===== src/hw/thmo_params.svh =====
// Purpose: offsets, field positions, reset values and timing counts
// Assumes: 100 MHz aclk, 10 ms evaluation step
// Notes:   included by the top module only, the package does not include it
`ifndef THMO_PARAMS_SVH
`define THMO_PARAMS_SVH
`define THMO_CLK_MHZ     100
`define THMO_STEP_MS     10
`define THMO_STEP_CYCLES (`THMO_STEP_MS * 1000 * `THMO_CLK_MHZ)
`define THMO_MAX_MS      500
`define THMO_MAX_STEPS   6'h32
`define THMO_OFS_DISC    4'h0
`define THMO_OFS_SYNC    4'h4
`define THMO_OFS_CFG     4'h8
`define THMO_OFS_STAT    4'hc
`define THMO_DISC2_LSB   8
`define THMO_CFG_NOUT    0
`define THMO_CFG_FAULT   2
`define THMO_CFG_CYCF    3
`define THMO_CFG_OPS3    4
`define THMO_CFG_NREL    5
`define THMO_DISC_RST    32'h0000_0000
`define THMO_SYNC_RST    32'h0000_0000
`define THMO_CFG_RST     32'h0000_0001
`endif


===== src/hw/thmo_pkg.sv =====
// Purpose: shared types of the two-hand / multi-operator block
// Assumes: nothing
// Notes:   constants live in thmo_params.svh
package thmo_pkg;
    typedef enum logic [1:0] {
        PAIR_DIS  = 2'b00,
        PAIR_DISC = 2'b01,
        PAIR_ACT  = 2'b10
    } thmo_pair_st_t;
    typedef enum logic [1:0] {
        EV_DIS  = 2'b00,
        EV_SYNC = 2'b01,
        EV_EN   = 2'b10,
        EV_LOCK = 2'b11
    } thmo_ev_st_t;
    typedef struct packed {
        logic a;
        logic b;
    } thmo_pair_in_t;
    typedef struct packed {
        logic [5:0] disc1;
        logic [5:0] disc2;
        logic [5:0] sync;
        logic [1:0] n_out;
        logic       use_fault;
        logic       cyc_fall;
        logic       ops3;
        logic [1:0] n_rel;
    } thmo_cfg_t;
endpackage


===== src/hw/thmo_multi_op.sv =====
// Purpose: multi-operator combiner of operator and release inputs
// Assumes: tick is a one-cycle pulse per evaluation step
// Notes:   run low holds the combiner in its stop state
`timescale 1ns/1ps
module thmo_multi_op (
    input  wire logic       aclk,
    input  wire logic       aresetn,
    input  wire logic       tick,
    input  wire logic       run,
    input  wire logic [2:0] op,
    input  wire logic       ops3,
    input  wire logic [1:0] rel_in,
    input  wire logic [1:0] n_rel,
    input  wire logic       cyc_req,
    input  wire logic       cyc_fall,
    output logic            release_r,
    output logic [2:0]      let_go_r
);
    logic [2:0] op_en;
    logic [1:0] rel_en;
    logic       rel_ok;
    logic       ops_ok;
    logic       cyc_edge;
    logic       cyc_prev_r;
    logic       waive_r;
    assign op_en    = {ops3, 2'b11};
    assign rel_en   = {n_rel[1], n_rel[1] | n_rel[0]};
    assign rel_ok   = &(rel_in | ~rel_en);
    assign ops_ok   = &(op | ~op_en);
    assign cyc_edge = cyc_fall ? (cyc_prev_r & ~cyc_req) : (~cyc_prev_r & cyc_req);
    // release output and let-go bookkeeping
    always_ff @(posedge aclk) begin
        if (!aresetn) begin
            release_r  <= 1'b0;
            let_go_r   <= 3'h0;
            waive_r    <= 1'b1;
            cyc_prev_r <= 1'b0;
        end else if (tick) begin
            cyc_prev_r <= cyc_req;
            if (!run) begin
                release_r <= 1'b0;
                let_go_r  <= 3'h0;
                waive_r   <= 1'b1;
            end else if (!rel_ok || !ops_ok || cyc_edge) begin
                release_r <= 1'b0;
                let_go_r  <= let_go_r | (~op & op_en);
                if (!rel_ok || cyc_edge) waive_r <= 1'b1;
            end else if (!release_r && (waive_r || &(let_go_r | ~op_en))) begin
                release_r <= 1'b1;
                let_go_r  <= 3'h0;
                waive_r   <= 1'b0;
            end
        end
    end
endmodule


===== src/hw/thmo_pair.sv =====
// Purpose: one complementary dual-channel pair with discrepancy timer
// Assumes: tick is a one-cycle pulse per 10 ms step
// Notes:   steps of zero disable the timeout
`timescale 1ns/1ps
module thmo_pair import thmo_pkg::*; (
    input  wire logic          aclk,
    input  wire logic          aresetn,
    input  wire logic          tick,
    input  wire thmo_pair_in_t pin,
    input  wire logic [5:0]    steps,
    output thmo_pair_st_t      st_r,
    output logic               err_r
);
    logic [5:0] cnt_r;
    logic       seen_off_r;
    logic       expired;
    assign expired = (steps != 6'h00) && (cnt_r >= steps);
    // pair state, evaluated once per step
    always_ff @(posedge aclk) begin
        if (!aresetn) begin
            st_r       <= PAIR_DISC;
            err_r      <= 1'b0;
            cnt_r      <= 6'h00;
            seen_off_r <= 1'b0;
        end else if (tick) begin
            if (!pin.a && pin.b) begin
                st_r       <= PAIR_DIS;
                seen_off_r <= 1'b1;
                cnt_r      <= 6'h00;
            end else if (pin.a && !pin.b) begin
                if (st_r == PAIR_ACT || (seen_off_r && !expired)) begin
                    st_r       <= PAIR_ACT;
                    err_r      <= 1'b0; // cleared by good activation
                    seen_off_r <= 1'b0;
                end else begin
                    st_r <= PAIR_DISC;
                end
            end else begin
                st_r <= PAIR_DISC;
                if (cnt_r != 6'h3f) cnt_r <= cnt_r + 6'h01;
                if ((steps != 6'h00) && (cnt_r + 6'h01 >= steps)) err_r <= 1'b1;
            end
        end
    end
endmodule


===== src/hw/thmo_top.sv =====
// Purpose: two-hand evaluator plus multi-operator combiner with AXI4-Lite
// Assumes: inputs synchronous to aclk, one evaluation step per 10 ms
// Notes:   operator 1 is the local evaluator, operators 2 and 3 are pins
`timescale 1ns/1ps
`include "thmo_params.svh"

module thmo_top import thmo_pkg::*; #(
    parameter int STEP_CYCLES = `THMO_STEP_CYCLES
) (
    input  wire logic        aclk,
    input  wire logic        aresetn,
    input  wire logic [3:0]  s_axi_awaddr,
    input  wire logic        s_axi_awvalid,
    output logic             s_axi_awready,
    input  wire logic [31:0] s_axi_wdata,
    input  wire logic [3:0]  s_axi_wstrb,
    input  wire logic        s_axi_wvalid,
    output logic             s_axi_wready,
    output logic [1:0]       s_axi_bresp,
    output logic             s_axi_bvalid,
    input  wire logic        s_axi_bready,
    input  wire logic [3:0]  s_axi_araddr,
    input  wire logic        s_axi_arvalid,
    output logic             s_axi_arready,
    output logic [31:0]      s_axi_rdata,
    output logic [1:0]       s_axi_rresp,
    output logic             s_axi_rvalid,
    input  wire logic        s_axi_rready,
    input  wire logic        hand_one_chan_a,
    input  wire logic        hand_one_chan_b,
    input  wire logic        hand_two_chan_a,
    input  wire logic        hand_two_chan_b,
    input  wire logic        run_mode,
    input  wire logic [1:0]  op_ext,
    input  wire logic [1:0]  rel_in,
    input  wire logic        cyc_req,
    output logic             enable_r,
    output logic             disc_err_one_r,
    output logic             disc_err_two_r,
    output logic             fault_present_r,
    output logic             release_o
);
    localparam int TW = $clog2(STEP_CYCLES + 1);

    //--------------------------------------------------------------
    // registers and step timer
    //--------------------------------------------------------------
    logic [31:0]   disc_reg_r;
    logic [31:0]   sync_reg_r;
    logic [31:0]   cfg_reg_r;
    thmo_cfg_t     cfg;
    logic [TW-1:0] step_cnt_r;
    logic          tick;
    logic [5:0]    sync_steps;
    logic [5:0]    disc1_steps;
    logic [5:0]    disc2_steps;

    // one tick per logic execution step
    always_ff @(posedge aclk) begin
        if (!aresetn) begin
            step_cnt_r <= '0;
        end else if (step_cnt_r == TW'(STEP_CYCLES - 1)) begin
            step_cnt_r <= '0;
        end else begin
            step_cnt_r <= step_cnt_r + TW'(1);
        end
    end
    assign tick = (step_cnt_r == TW'(STEP_CYCLES - 1));

    // unpack register fields
    assign cfg.disc1     = disc_reg_r[5:0];
    assign cfg.disc2     = disc_reg_r[`THMO_DISC2_LSB +: 6];
    assign cfg.sync      = sync_reg_r[5:0];
    assign cfg.n_out     = cfg_reg_r[`THMO_CFG_NOUT +: 2];
    assign cfg.use_fault = cfg_reg_r[`THMO_CFG_FAULT];
    assign cfg.cyc_fall  = cfg_reg_r[`THMO_CFG_CYCF];
    assign cfg.ops3      = cfg_reg_r[`THMO_CFG_OPS3];
    assign cfg.n_rel     = cfg_reg_r[`THMO_CFG_NREL +: 2];

    // clamp times to 500 ms, sync zero behaves as 500 ms
    assign disc1_steps = (cfg.disc1 > `THMO_MAX_STEPS) ? `THMO_MAX_STEPS : cfg.disc1;
    assign disc2_steps = (cfg.disc2 > `THMO_MAX_STEPS) ? `THMO_MAX_STEPS : cfg.disc2;
    assign sync_steps  = (cfg.sync == 6'h00 || cfg.sync > `THMO_MAX_STEPS)
                         ? `THMO_MAX_STEPS : cfg.sync;

    //--------------------------------------------------------------
    // input pairs
    //--------------------------------------------------------------
    thmo_pair_st_t p1_st;
    thmo_pair_st_t p2_st;
    logic          p1_err;
    logic          p2_err;

    thmo_pair u_pair_one (
        .aclk    (aclk),
        .aresetn (aresetn),
        .tick    (tick),
        .pin     ('{a: hand_one_chan_a, b: hand_one_chan_b}),
        .steps   (disc1_steps),
        .st_r    (p1_st),
        .err_r   (p1_err)
    );

    thmo_pair u_pair_two (
        .aclk    (aclk),
        .aresetn (aresetn),
        .tick    (tick),
        .pin     ('{a: hand_two_chan_a, b: hand_two_chan_b}),
        .steps   (disc2_steps),
        .st_r    (p2_st),
        .err_r   (p2_err)
    );

    //--------------------------------------------------------------
    // synchronization state machine
    //--------------------------------------------------------------
    thmo_ev_st_t ev_st_r;
    logic [5:0]  sync_cnt_r;
    logic        both_dis;
    logic        both_act;

    assign both_dis = (p1_st == PAIR_DIS) && (p2_st == PAIR_DIS);
    assign both_act = (p1_st == PAIR_ACT) && (p2_st == PAIR_ACT);

    // disabled -> sync window -> enabled, lock until both released
    always_ff @(posedge aclk) begin
        if (!aresetn) begin
            ev_st_r    <= EV_LOCK;
            sync_cnt_r <= 6'h00;
        end else if (tick) begin
            case (ev_st_r)
                EV_DIS: begin
                    sync_cnt_r <= 6'h00;
                    if (both_act) begin
                        ev_st_r <= EV_EN;
                    end else if (!both_dis) begin
                        ev_st_r <= EV_SYNC;
                    end
                end
                EV_SYNC: begin
                    if (both_act) begin
                        ev_st_r <= EV_EN;
                    end else if (both_dis) begin
                        ev_st_r <= EV_DIS;
                    end else if (sync_cnt_r + 6'h01 >= sync_steps) begin
                        ev_st_r <= EV_LOCK;
                    end else begin
                        sync_cnt_r <= sync_cnt_r + 6'h01;
                    end
                end
                EV_EN: begin
                    if (!both_act) ev_st_r <= EV_LOCK;
                end
                default: begin
                    if (both_dis) ev_st_r <= EV_DIS;
                end
            endcase
        end
    end

    // evaluator outputs, discrepancy errors gated by output count
    always_ff @(posedge aclk) begin
        if (!aresetn) begin
            enable_r        <= 1'b0;
            disc_err_one_r  <= 1'b0;
            disc_err_two_r  <= 1'b0;
            fault_present_r <= 1'b0;
        end else begin
            enable_r        <= (ev_st_r == EV_EN) && both_act;
            disc_err_one_r  <= p1_err && (cfg.n_out >= 2'h2);
            disc_err_two_r  <= p2_err && (cfg.n_out == 2'h3);
            fault_present_r <= cfg.use_fault && (p1_err || p2_err);
        end
    end

    //--------------------------------------------------------------
    // multi-operator combiner
    //--------------------------------------------------------------
    logic [2:0] let_go;

    thmo_multi_op u_multi_op (
        .aclk      (aclk),
        .aresetn   (aresetn),
        .tick      (tick),
        .run       (run_mode),
        .op        ({op_ext, enable_r}),
        .ops3      (cfg.ops3),
        .rel_in    (rel_in),
        .n_rel     (cfg.n_rel),
        .cyc_req   (cyc_req),
        .cyc_fall  (cfg.cyc_fall),
        .release_r (release_o),
        .let_go_r  (let_go)
    );

    //--------------------------------------------------------------
    // AXI4-Lite slave
    //--------------------------------------------------------------
    logic        aw_hold_r;
    logic [3:0]  aw_addr_r;
    logic        w_hold_r;
    logic [31:0] w_data_r;
    logic [3:0]  w_strb_r;
    logic        do_wr;
    logic [31:0] rd_mux;
    logic        rd_hit;

    // merge write data under byte strobes
    function automatic logic [31:0] merge(input logic [31:0] old, input logic [31:0] nw,
                                          input logic [3:0] strb);
        logic [31:0] res;
        res = old;
        for (int i = 0; i < 4; i++) begin
            if (strb[i]) res[8*i +: 8] = nw[8*i +: 8];
        end
        return res;
    endfunction

    assign s_axi_awready = !aw_hold_r && !s_axi_bvalid;
    assign s_axi_wready  = !w_hold_r && !s_axi_bvalid;
    assign s_axi_arready = !s_axi_rvalid;
    assign do_wr         = aw_hold_r && w_hold_r;

    // capture address and data in either order
    always_ff @(posedge aclk) begin
        if (!aresetn) begin
            aw_hold_r <= 1'b0;
            aw_addr_r <= 4'h0;
            w_hold_r  <= 1'b0;
            w_data_r  <= 32'h0000_0000;
            w_strb_r  <= 4'h0;
        end else begin
            if (s_axi_awvalid && s_axi_awready) begin
                aw_hold_r <= 1'b1;
                aw_addr_r <= s_axi_awaddr;
            end else if (do_wr) begin
                aw_hold_r <= 1'b0;
            end
            if (s_axi_wvalid && s_axi_wready) begin
                w_hold_r <= 1'b1;
                w_data_r <= s_axi_wdata;
                w_strb_r <= s_axi_wstrb;
            end else if (do_wr) begin
                w_hold_r <= 1'b0;
            end
        end
    end

    // register writes and write response
    always_ff @(posedge aclk) begin
        if (!aresetn) begin
            disc_reg_r   <= `THMO_DISC_RST;
            sync_reg_r   <= `THMO_SYNC_RST;
            cfg_reg_r    <= `THMO_CFG_RST;
            s_axi_bvalid <= 1'b0;
            s_axi_bresp  <= 2'h0;
        end else begin
            if (do_wr) begin
                s_axi_bvalid <= 1'b1;
                s_axi_bresp  <= 2'h0;
                if (aw_addr_r[3:2] == `THMO_OFS_DISC >> 2) begin
                    disc_reg_r <= merge(disc_reg_r, w_data_r, w_strb_r) & 32'h0000_3f3f;
                end else if (aw_addr_r[3:2] == `THMO_OFS_SYNC >> 2) begin
                    sync_reg_r <= merge(sync_reg_r, w_data_r, w_strb_r) & 32'h0000_003f;
                end else if (aw_addr_r[3:2] == `THMO_OFS_CFG >> 2) begin
                    cfg_reg_r <= merge(cfg_reg_r, w_data_r, w_strb_r) & 32'h0000_007f;
                end else begin
                    s_axi_bresp <= 2'h2; // status is read-only
                end
            end else if (s_axi_bready) begin
                s_axi_bvalid <= 1'b0;
            end
        end
    end

    // read decode
    always_comb begin
        rd_hit = 1'b1;
        rd_mux = 32'h0000_0000;
        if (s_axi_araddr[3:2] == `THMO_OFS_DISC >> 2) begin
            rd_mux = disc_reg_r;
        end else if (s_axi_araddr[3:2] == `THMO_OFS_SYNC >> 2) begin
            rd_mux = sync_reg_r;
        end else if (s_axi_araddr[3:2] == `THMO_OFS_CFG >> 2) begin
            rd_mux = cfg_reg_r;
        end else if (s_axi_araddr[3:2] == `THMO_OFS_STAT >> 2) begin
            rd_mux = {20'h0_0000, let_go, ev_st_r, p2_err, p1_err,
                      release_o, fault_present_r, enable_r};
        end else begin
            rd_hit = 1'b0;
        end
    end

    // read response one cycle after address
    always_ff @(posedge aclk) begin
        if (!aresetn) begin
            s_axi_rvalid <= 1'b0;
            s_axi_rdata  <= 32'h0000_0000;
            s_axi_rresp  <= 2'h0;
        end else if (s_axi_arvalid && s_axi_arready) begin
            s_axi_rvalid <= 1'b1;
            s_axi_rdata  <= rd_mux;
            s_axi_rresp  <= rd_hit ? 2'h0 : 2'h2;
        end else if (s_axi_rready) begin
            s_axi_rvalid <= 1'b0;
        end
    end
endmodule


===== config.mk =====
export PLATFORM = sky130hd
export DESIGN_NAME = thmo_top
export DESIGN_NICKNAME = d
export VERILOG_FILES = /design/src/hw/thmo_pkg.sv /design/src/hw/thmo_multi_op.sv /design/src/hw/thmo_pair.sv /design/src/hw/thmo_top.sv
export VERILOG_INCLUDE_DIRS = /design/src /design/src/hw
export SDC_FILE = /design/constraint.sdc
export NUM_CORES = 1
export LEC_CHECK = 0
export BUFFER_PORTS_ARGS = -buffer_cell sky130_fd_sc_hd__buf_2
export CORE_MARGIN = 3
export CORE_UTILIZATION = 30
export CTS_BUF_LIST = sky130_fd_sc_hd__clkbuf_2 sky130_fd_sc_hd__clkbuf_4 sky130_fd_sc_hd__clkbuf_8
export CTS_CLUSTER_DIAMETER = 150
export DETAILED_ROUTE_END_ITERATION = 10
export GPL_TIMING_DRIVEN = 0
export SYNTH_ARGS = -nofsm -noshare
export SYNTH_HDL_FRONTEND = slang
export SYNTH_SLANG_ARGS = --single-unit
export TNS_END_PERCENT = 30

===== constraint.sdc =====
create_clock -name aclk -period 5.9 [get_ports aclk]
set_input_delay 0 -clock aclk [delete_from_list [all_inputs] [get_ports aclk]]
set_output_delay 0 -clock aclk [all_outputs]
set_load 0.05 [all_outputs]

== After elaboration in Yosys (flattened, before gate mapping) ==
Index checks and enable logic that the tools add are counted.

* Bits in registers: 143
* Latch bits: 0
* Memory bits (writable): 0
* ROM bits: 0
* Bits of input ports: 61
* Output and inout bits: 46
* Word-level logic and storage cells: 240
* Memories: 0

* Add/sub/neg operators: 4
* Multipliers: 0
* Div/mod/pow operators: 0
* $lt $le $gt $ge: 9
* Eq/ne operators: 25
* Shift-type cells: 0
* Mux-type cells: 67
* Bitwise operators: 18
* Reduce and logical (&&, ||, !) cells: 84

{| class="wikitable"
|+ Operators by type and width
! kind !! count
|-
| two-way mux 6 bit || 12
|-
| two-way mux 2 bit || 17
|-
| greater-or-equal comparator 6 bit || 5
|-
| two-way mux 10 bit || 3
|-
| two-way mux 1 bit || 29
|-
| AND reduction 3 bit || 9
|-
| nonzero test 2 bit || 13
|-
| logical AND 1 bit || 23
|-
| adder 20 x 1 -> 20 bit, second input constant || 1
|-
| == test 20 bit, second input constant || 1
|-
| adder 6 x 1 -> 6 bit, second input constant || 3
|-
| greater-than comparator 6 bit, second input constant || 3
|-
| AND reduction 5 bit || 3
|-
| == test 2 bit, second input constant || 7
|-
| two-way mux 14 bit || 1
|-
| zero test 1 bit || 13
|-
| != test 2 bit, second input constant || 6
|-
| != test 6 bit, second input constant || 2
|-
| case mux 6 bit (2 select lines) || 1
|-
| AND reduction 4 bit || 3
|-
| nonzero test 6 bit || 2
|-
| zero test 2 bit || 5
|-
| two-way mux 3 bit || 3
|-
| bitwise OR 3 bit || 3
|-
| other kinds (19) || 39
|}

== Longest topological paths before layout ==
Gate-level depths: netlist of the first run.

* Word-level depth: 10
* Gate-level depth with buffers: 11
* Mapped depth without buffers: 11

== By module ==
From an unflattened synthesis of the first run, not the netlist that was laid out.

* Cell total of the unflattened synthesis: 781
* Area, all modules: 6741.5 um^2

{| class="wikitable"
|+ By module, submodules not included
! module !! times used !! cells each !! area an instance (um^2) !! sequential area each (um^2)
|-
| thmo_top || 1 || 510 || 4485.6 || 1881.8
|-
| thmo_pair || 2 || 118 || 970.9 || 200.2
|-
| thmo_multi_op || 1 || 35 || 314.1 || 120.1
|}

== Worst setup path before layout of the first run ==
No wires, ideal clock.

* Path kind: reg2reg
* From: register sync_reg_r[2]
* To: register sync_cnt_r[2]
* Library setup time: 62 ps
* Data arrival time: 3335 ps
* Required time: 5838 ps
* Slack: 2503 ps
* Cell stages (with the launch flop): 12
* Buffers on the path: 0
* Period minus slack after synthesis: 3397 ps
* Cells stage by stage: dfxtp_1 > or2_2 > or4_1 > o22a_1 > and2_1 > ha_1 > nand2b_1 > a2111o_1 > a41oi_1 > nand4_1 > or3b_2 > nand3_1

* Word-level cells in the longest chain between the ends: 6
* Elaborated cells on any way between the ends: 7
* Those cells by class: order compare: 2; eq/ne: 1; mux: 1; reduce/logical: 3

{| class="wikitable"
|+ RTL lines
! item !! RTL line !! RTL
|-
| start, declared || thmo_top.sv:49 || <nowiki>logic [31:0] sync_reg_r;</nowiki>
|-
| start signal, assigned || thmo_top.sv:253 || <nowiki>sync_reg_r <= `THMO_SYNC_RST;</nowiki>
|-
| start signal, assigned || thmo_top.sv:264 || <nowiki>sync_reg_r <= merge(sync_reg_r, w_data_r, w_strb_r) & 32'h0000_003f;</nowiki>
|-
| greater-than comparator 6 bit (no line) or zero test 6 bit (tied branches) || - ||
|-
| logical OR 1 bit (no line) || - ||
|-
| two-way mux 6 bit (*) || thmo_top.sv:83 || <nowiki>assign sync_steps = (cfg.sync == 6'h00 || cfg.sync > `THMO_MAX_STEPS)</nowiki>
|-
| greater-or-equal comparator 6 bit (*) || thmo_top.sv:145 || <nowiki>end else if (sync_cnt_r + 6'h01 >= sync_steps) begin</nowiki>
|-
| != test 2 bit (no line) (*) || - ||
|-
| AND reduction 5 bit (no line) (*) || - ||
|-
| end signal, assigned || thmo_top.sv:148 || <nowiki>sync_cnt_r <= sync_cnt_r + 6'h01;</nowiki>
|-
| end, declared || thmo_top.sv:118 || <nowiki>logic [5:0] sync_cnt_r;</nowiki>
|}

Every way passes the cells marked *; elsewhere a longest branch is shown, timed or not.
A chain may end at the register's enable or synchronous reset.

== Worst setup path in the final report of the first run ==
Same ends and word-level chain as after synthesis.

==> results of run 1 <==
## routing by layer
layer	global-route usage	wire, um	up-vias	part of all wire
met5	0	0	-	0
met4	0.0627	256	0	0.016
met3	0.0301	870	19	0.053
met2	0.234	7330	151	0.45
met1	0.207	7830	2519	0.48
li1	-	-	2806	-
## stage by stage
step / hold slack (ns) / cells / area, um^2 / setup slack, ns
floorplan: 0.0990 / 761 / 6310 / 2.50
global placement: 0.188 / 1089 / 6940 / 2.12
detailed placement: 0.190 / 1089 / 6940 / 2.15
CTS: 0.0155 / 1155 / 7680 / 2.13
global route: 0.0566 / 1155 / 7680 / 1.90
finish: 0.0543 / 1155 / 7680 / 2.09
## timing repair
item | in CTS | in global routing
endpoints found under the hold margin | 27 | 0
hold buffers | 34 | 0
gates resized for setup | 0 | 0
setup buffers | 0 | 0
## logic make-up (layout without fill, tap and decap cells)
| kind of cell | after synthesis | after routing | synth area share |
|---|---|---|---|
| adder cells (fa/ha/maj) | 39 | 39 | 0.0770 |
| XOR/XNOR | 32 | 32 | 0.0449 |
| AO/OA/AOI/OAI | 111 | 111 | 0.109 |
| AND/OR/NAND/NOR | 323 | 323 | 0.248 |
| multiplexers | 38 | 38 | 0.0736 |
| flip-flops | 120 | 120 | 0.385 |
| buffers and inverters | 78 | 202 | 0.0613 |
| other | 1 | 20 | 0.000601 |
## worst min-delay path: stages
cell and delay [ns]:
buf_2 0.09, ha_1 0.14, nor4_1 0.06, nor3_1 0.16
## layout make-up
type | instances | share of cell area
multi-input cells | 563 | 0.459
clock buffers | 17 | 0.0305
plain buffers | 56 | 0.0391
flip-flops and latches | 120 | 0.313
well taps | 270 | 0.0440
repair buffers | 92 | 0.0821
clock inverters | 15 | 0.0218
inverters | 22 | 0.0107
## sequential cells by signal, indices dropped and copies added (netlist names), 2 cells and up
| name | cells |
|---|---|
| u_pair_two.cnt_r | 6 |
| s_axi_rdata | 14 |
| w_data_r | 13 |
| aw_addr_r | 2 |
| ev_st_r | 2 |
| u_pair_one.cnt_r | 6 |
| sync_reg_r | 6 |
| u_multi_op.let_go_r | 3 |
| sync_cnt_r | 6 |
| cfg_reg_r | 7 |
| w_strb_r | 2 |
| disc_reg_r | 12 |
| step_cnt_r | 20 |
| u_pair_two.st_r | 2 |
| u_pair_one.st_r | 2 |
## power breakdown
group	switching (mW)	leakage (nW)	total, mW	internal, mW
Sequential	0.0120	0.971	0.836	0.824
Combinational	0.112	1.97	0.173	0.0613
Clock	0.368	0.198	0.750	0.382
## synth_stat cells, drive strengths merged (6+ instances only)
cell type / number / area share
dfxtp: 120 / 0.38
or4: 6 / 0.0084
nand3: 27 / 0.022
a21oi: 49 / 0.039
a31oi: 7 / 0.0070
xnor2: 12 / 0.017
clkbuf: 31 / 0.019
nor2b: 9 / 0.0090
nand4: 8 / 0.0080
or3: 6 / 0.0060
and3: 12 / 0.012
inv: 21 / 0.013
nand2: 100 / 0.060
nor4b: 6 / 0.010
nand2b: 12 / 0.012
ha: 36 / 0.072
o21ai: 17 / 0.014
xor2: 20 / 0.028
nor3: 15 / 0.012
nor2: 99 / 0.060
mux4: 6 / 0.022
buf: 25 / 0.029
mux2i: 29 / 0.047
## worst paths after layout
check,start,endpoint,slack (ns)
setup / recovery,sync_reg_r[2],sync_cnt_r[2],2.09
setup reg to reg,sync_reg_r[2],sync_cnt_r[2],2.09
hold reg to reg,s_axi_rdata[5],s_axi_rdata[5],0.45
hold / removal,hand_two_chan_b,u_pair_two.seen_off_r,0.05
==> flow_summary.json, run 1 <==
{
  "status": "finished, final reports clean",
  "cp.required_ns": 6.30,
  "io_buffers": 58,
  "rsz0062_at_grt": "no",
  "cp.depth": 11,
  "synth_ff_type": "dfxtp_1",
  "fin_util": 0.377,
  "place_hpwl_um": 12100,
  "multi_input_area_um2": 3530,
  "synth_cells": 742,
  "cts.clk_slew.worst_paths_ns": 0.08,
  "period_minus_slack_ns": 3.81,
  "grt_pass1_wl_um": 26900,
  "grt_pass1_vias": 5235,
  "ios": 107,
  "nets": 969,
  "ant_nets": 0,
  "synth_area_um2": 6240,
  "hold_violations": 0,
  "skew_ns": 0.0128,
  "drt_iter0_markers": 250,
  "fillers": 2097,
  "track_usage": 0.152,
  "clock_path_buffers": 2,
  "start_kind": "flip-flop",
  "antenna_found_initial": 0,
  "slew_headroom": 0.185,
  "first_pass_iters": 5,
  "cp-end-kind": "flip-flop",
  "core_area_um2": 20400,
  "yosys_register_bits": 120,
  "synth_edf_count": 0,
  "seqCellArea_um2": 2400,
  "final_layout_size_suffix_gt1_frac": 0.147,
  "cts.sinks": 120,
  "hold_depth": 4,
  "drt_drc_violations_left": 0,
  "worstSetupPathType": "flip-flop to flip-flop",
  "critPathMaxFanout": 8,
  "antennaDiodeCount": 0,
  "final_common_cell": "dfxtp_1",
  "worst_path_max_delay_cell": "a41oi_1",
  "area_growth_pct": 23.1,
  "die_h_um": 150,
  "initial_core_util": 0.306,
  "synth.avg_cell_area_um2": 8.41,
  "ys_seq_area_frac": 0.385,
  "vias": 5495,
  "rr_worst_depth": 11,
  "totalWireLength_um": 16300,
  "ys_types": 63,
  "p_leak_nw": 3.14,
  "p_per_area_nw_per_um2": 229,
  "wire_per_inst_um": 14.1,
  "worstPathCellList": "or2_2 > or4_1 > o22a_1 > and2_1 > ha_1 > nand2b_1 > a2111o_1 > a41oi_1 > nand4_1 > or3b_2 > nand3_1",
  "setup_viol": 0,
  "cp_top_family": "simple AND/OR/NAND/NOR gates",
  "layout_common_cells": "dfxtp_1 (120), nand2_1 (100), nor2_1 (99)",
  "synthArstFlopShare": 0,
  "cts_buffers": 17,
  "die_x_um": 150,
  "hold_path.class": "input pin to flip-flop",
  "fin_setup_tns_ns": 0,
  "power.total_mw": 1.76,
  "critPathMaxStageDelay_ns": 0.63,
  "h-tree-depth": 4,
  "cp_num_buf_inv": 0,
  "cts_tree": "done",
  "arrival_ns": 4.21,
  "ys_warn_count": 0,
  "drv_cap": 0,
  "fp-row-count": 52,
  "tightest_slew_ns": 1.21,
  "grt-ovfl-total": 0,
  "viasPerCell": 4.76,
  "peakVddDrop_uv": 107,
  "die-area_um2": 22600,
  "clockRootBuffer": "clkbuf_8",
  "finalCritPeriodShare": 0.647,
  "grt_max_degree": 17,
  "clock_latency_ns": 0.46,
  "timing.fmax_mhz": 262,
  "slew_violations": 0,
  "place.gp.congestion": 0.853
}
(Power assumes the default switching activity.)
==> run 2, diff against run 1 <==
Clock period 5.9 ns to 3.3 ns, I/O delays scaled along.
==> run 2 against run 1 <==
Design area is 0.31% higher; fmax rose by 20%; sequential power grew 78%; total power grew 78%; non-clock buffer count up 1; routed wire length grew 0.77%; cell count is essentially flat; critical path type unchanged; sequential cell count stayed put; clock-buffer cell count grew 1; die area stayed put; register-to-register slack got worse by 2.0 ns; global-route usage is 0.089 points lower.
==> flow_summary.json, run 2 (synthesis gave the netlist of run 1 again) <==
{
  "power.share.sequential": 0.477,
  "slew_violations": 0,
  "hold_violations": 0,
  "drt_iter0_markers": 386,
  "p_int_mw": 2.26,
  "die_h_um": 150,
  "io_buffers": 58,
  "p_comb_frac": 0.099,
  "status": "finished, final reports clean",
  "holdWs_ns": 0.0466,
  "grt-ovfl-total": 0,
  "h-tree-depth": 4,
  "finalCritPeriodShare": 0.966,
  "antennaDiodeCount": 0,
  "core_area_um2": 20400,
  "cts_buffers": 17,
  "reg_top3": "step_cnt_r (20), s_axi_rdata (14), w_data_r (13)",
  "place.gp.congestion": 0.839,
  "top_register": "step_cnt_r",
  "layout_common_cells": "dfxtp_1 (120), nand2_1 (100), nor2_1 (99)",
  "clock_latency_ns": 0.45,
  "p_per_area_nw_per_um2": 406,
  "totalWireLength_um": 16400,
  "largest_reg_flops": 20,
  "viasPerCell": 4.80,
  "drv_cap": 0,
  "clockPowerShare": 0.423,
  "ant_nets": 0,
  "cp-end-kind": "flip-flop",
  "grt_pass1_wl_um": 26600,
  "tightest_slew_ns": 1.10,
  "rsz0062_at_grt": "yes",
  "die_x_um": 150,
  "skew_ns": 0.0146,
  "timing.fmax_mhz": 314,
  "nets": 970,
  "final_common_cell": "dfxtp_1",
  "period_minus_slack_ns": 3.19,
  "start_kind": "flip-flop",
  "slew_headroom": 0.261,
  "final_layout_size_suffix_gt1_frac": 0.151,
  "setup_viol": 0,
  "power.total_mw": 3.13,
  "antenna_found_initial": 0,
  "clock_path_buffers": 2,
  "clockRootBuffer": "clkbuf_8",
  "critPathMaxFanout": 4,
  "cts.sinks": 120,
  "area_growth_pct": 23.5,
  "track_usage": 0.151,
  "first_pass_iters": 5,
  "grt_max_degree": 17,
  "peakVddDrop_uv": 148,
  "fp-row-count": 52,
  "worstSetupPathType": "flip-flop to flip-flop",
  "cts_tree": "done",
  "swShare": 0.277,
  "die-area_um2": 22600,
  "grt_pass1_vias": 5225,
  "p_leak_nw": 3.13,
  "vias": 5546,
  "ios": 107,
  "drt_drc_violations_left": 0,
  "arrival_ns": 3.58,
  "hold_path.class": "input pin to flip-flop",
  "place_hpwl_um": 12100,
  "wire_per_inst_um": 14.2,
  "cts.clk_slew.worst_paths_ns": 0.07,
  "cp.required_ns": 3.69,
  "initial_core_util": 0.306,
  "net-switching-power_uw": 869
}
## run 2: cell type report
type	count	area, um^2
Sequential cell	120	2400
Clock buffer	18	241
Clock inverter	14	148
Buffer	56	300
Inverter	22	82.6
Tap cell	270	338
Timing Repair Buffer	93	638
Multi-Input combinational cell	563	3560
Fill cell	2090	12700
## run 2: final timing paths
path | from | end | slack, ns | cells past startpoint
worst min register to register | s_axi_rdata[1] | s_axi_rdata[1] | 0.45 | 2
worst max-delay path | sync_reg_r[2] | sync_cnt_r[2] | 0.11 | 11
worst min-delay path | hand_two_chan_b | u_pair_two.seen_off_r | 0.05 | 4
worst max register to register | sync_reg_r[2] | sync_cnt_r[2] | 0.11 | 11
## run 2: stage by stage
stage / setup WS (ns) / cells / utilization / setup TNS, ns / cell area [um^2]
3_3_place_gp: -0.236 / 1089 / 0.341 / -0.237 / 6950
3_5_place_dp: -0.276 / 1089 / 0.341 / -0.465 / 6950
4_1_cts: 0.0301 / 1156 / 0.378 / 0 / 7700
2_1_floorplan: 0.0220 / 761 / - / 0 / 6320
5_1_grt: -0.0347 / 1156 / 0.378 / -0.0577 / 7710
6_report: 0.112 / 1156 / 0.378 / 0 / 7710
## run 2: repair_timing
action,4_1_cts,5_1_grt
setup endpoints to repair,5,5
hold endpoints to repair,26,0
hold buffers,34,0
gates resized for setup,2,2
buffers inserted,1,0
pin swaps,2,1
## run 2: worst max-delay path: stages, from the launching register on
cell and delay [ns]:
dfxtp_1 0.36, or2_2 0.31, or4_4 0.43, o22a_1 0.24
and2_1 0.18, ha_1 0.26, nand2b_1 0.15, a2111o_1 0.40
a41oi_4 0.16, nand4_1 0.14, or3b_4 0.42, nand3_1 0.08
## run 2: power groups by stage
stage / logic, mW / clock network, mW / registers, mW
after CTS: 0.308 / 1.35 / 1.49
after floorplan: 0.186 / 0 / 1.54
after detailed placement: 0.274 / 0 / 1.53
after global routing: 0.336 / 1.41 / 1.50
final: 0.310 / 1.33 / 1.49
after global placement: 0.272 / 0 / 1.53
## run 2: metal layers
layer	vias up	wire length, um	track usage
met5	-	0	0
met4	0	378	0.0595
met3	26	984	0.0415
met2	162	7750	0.248
met1	2562	7290	0.188
li1	2796	-	-
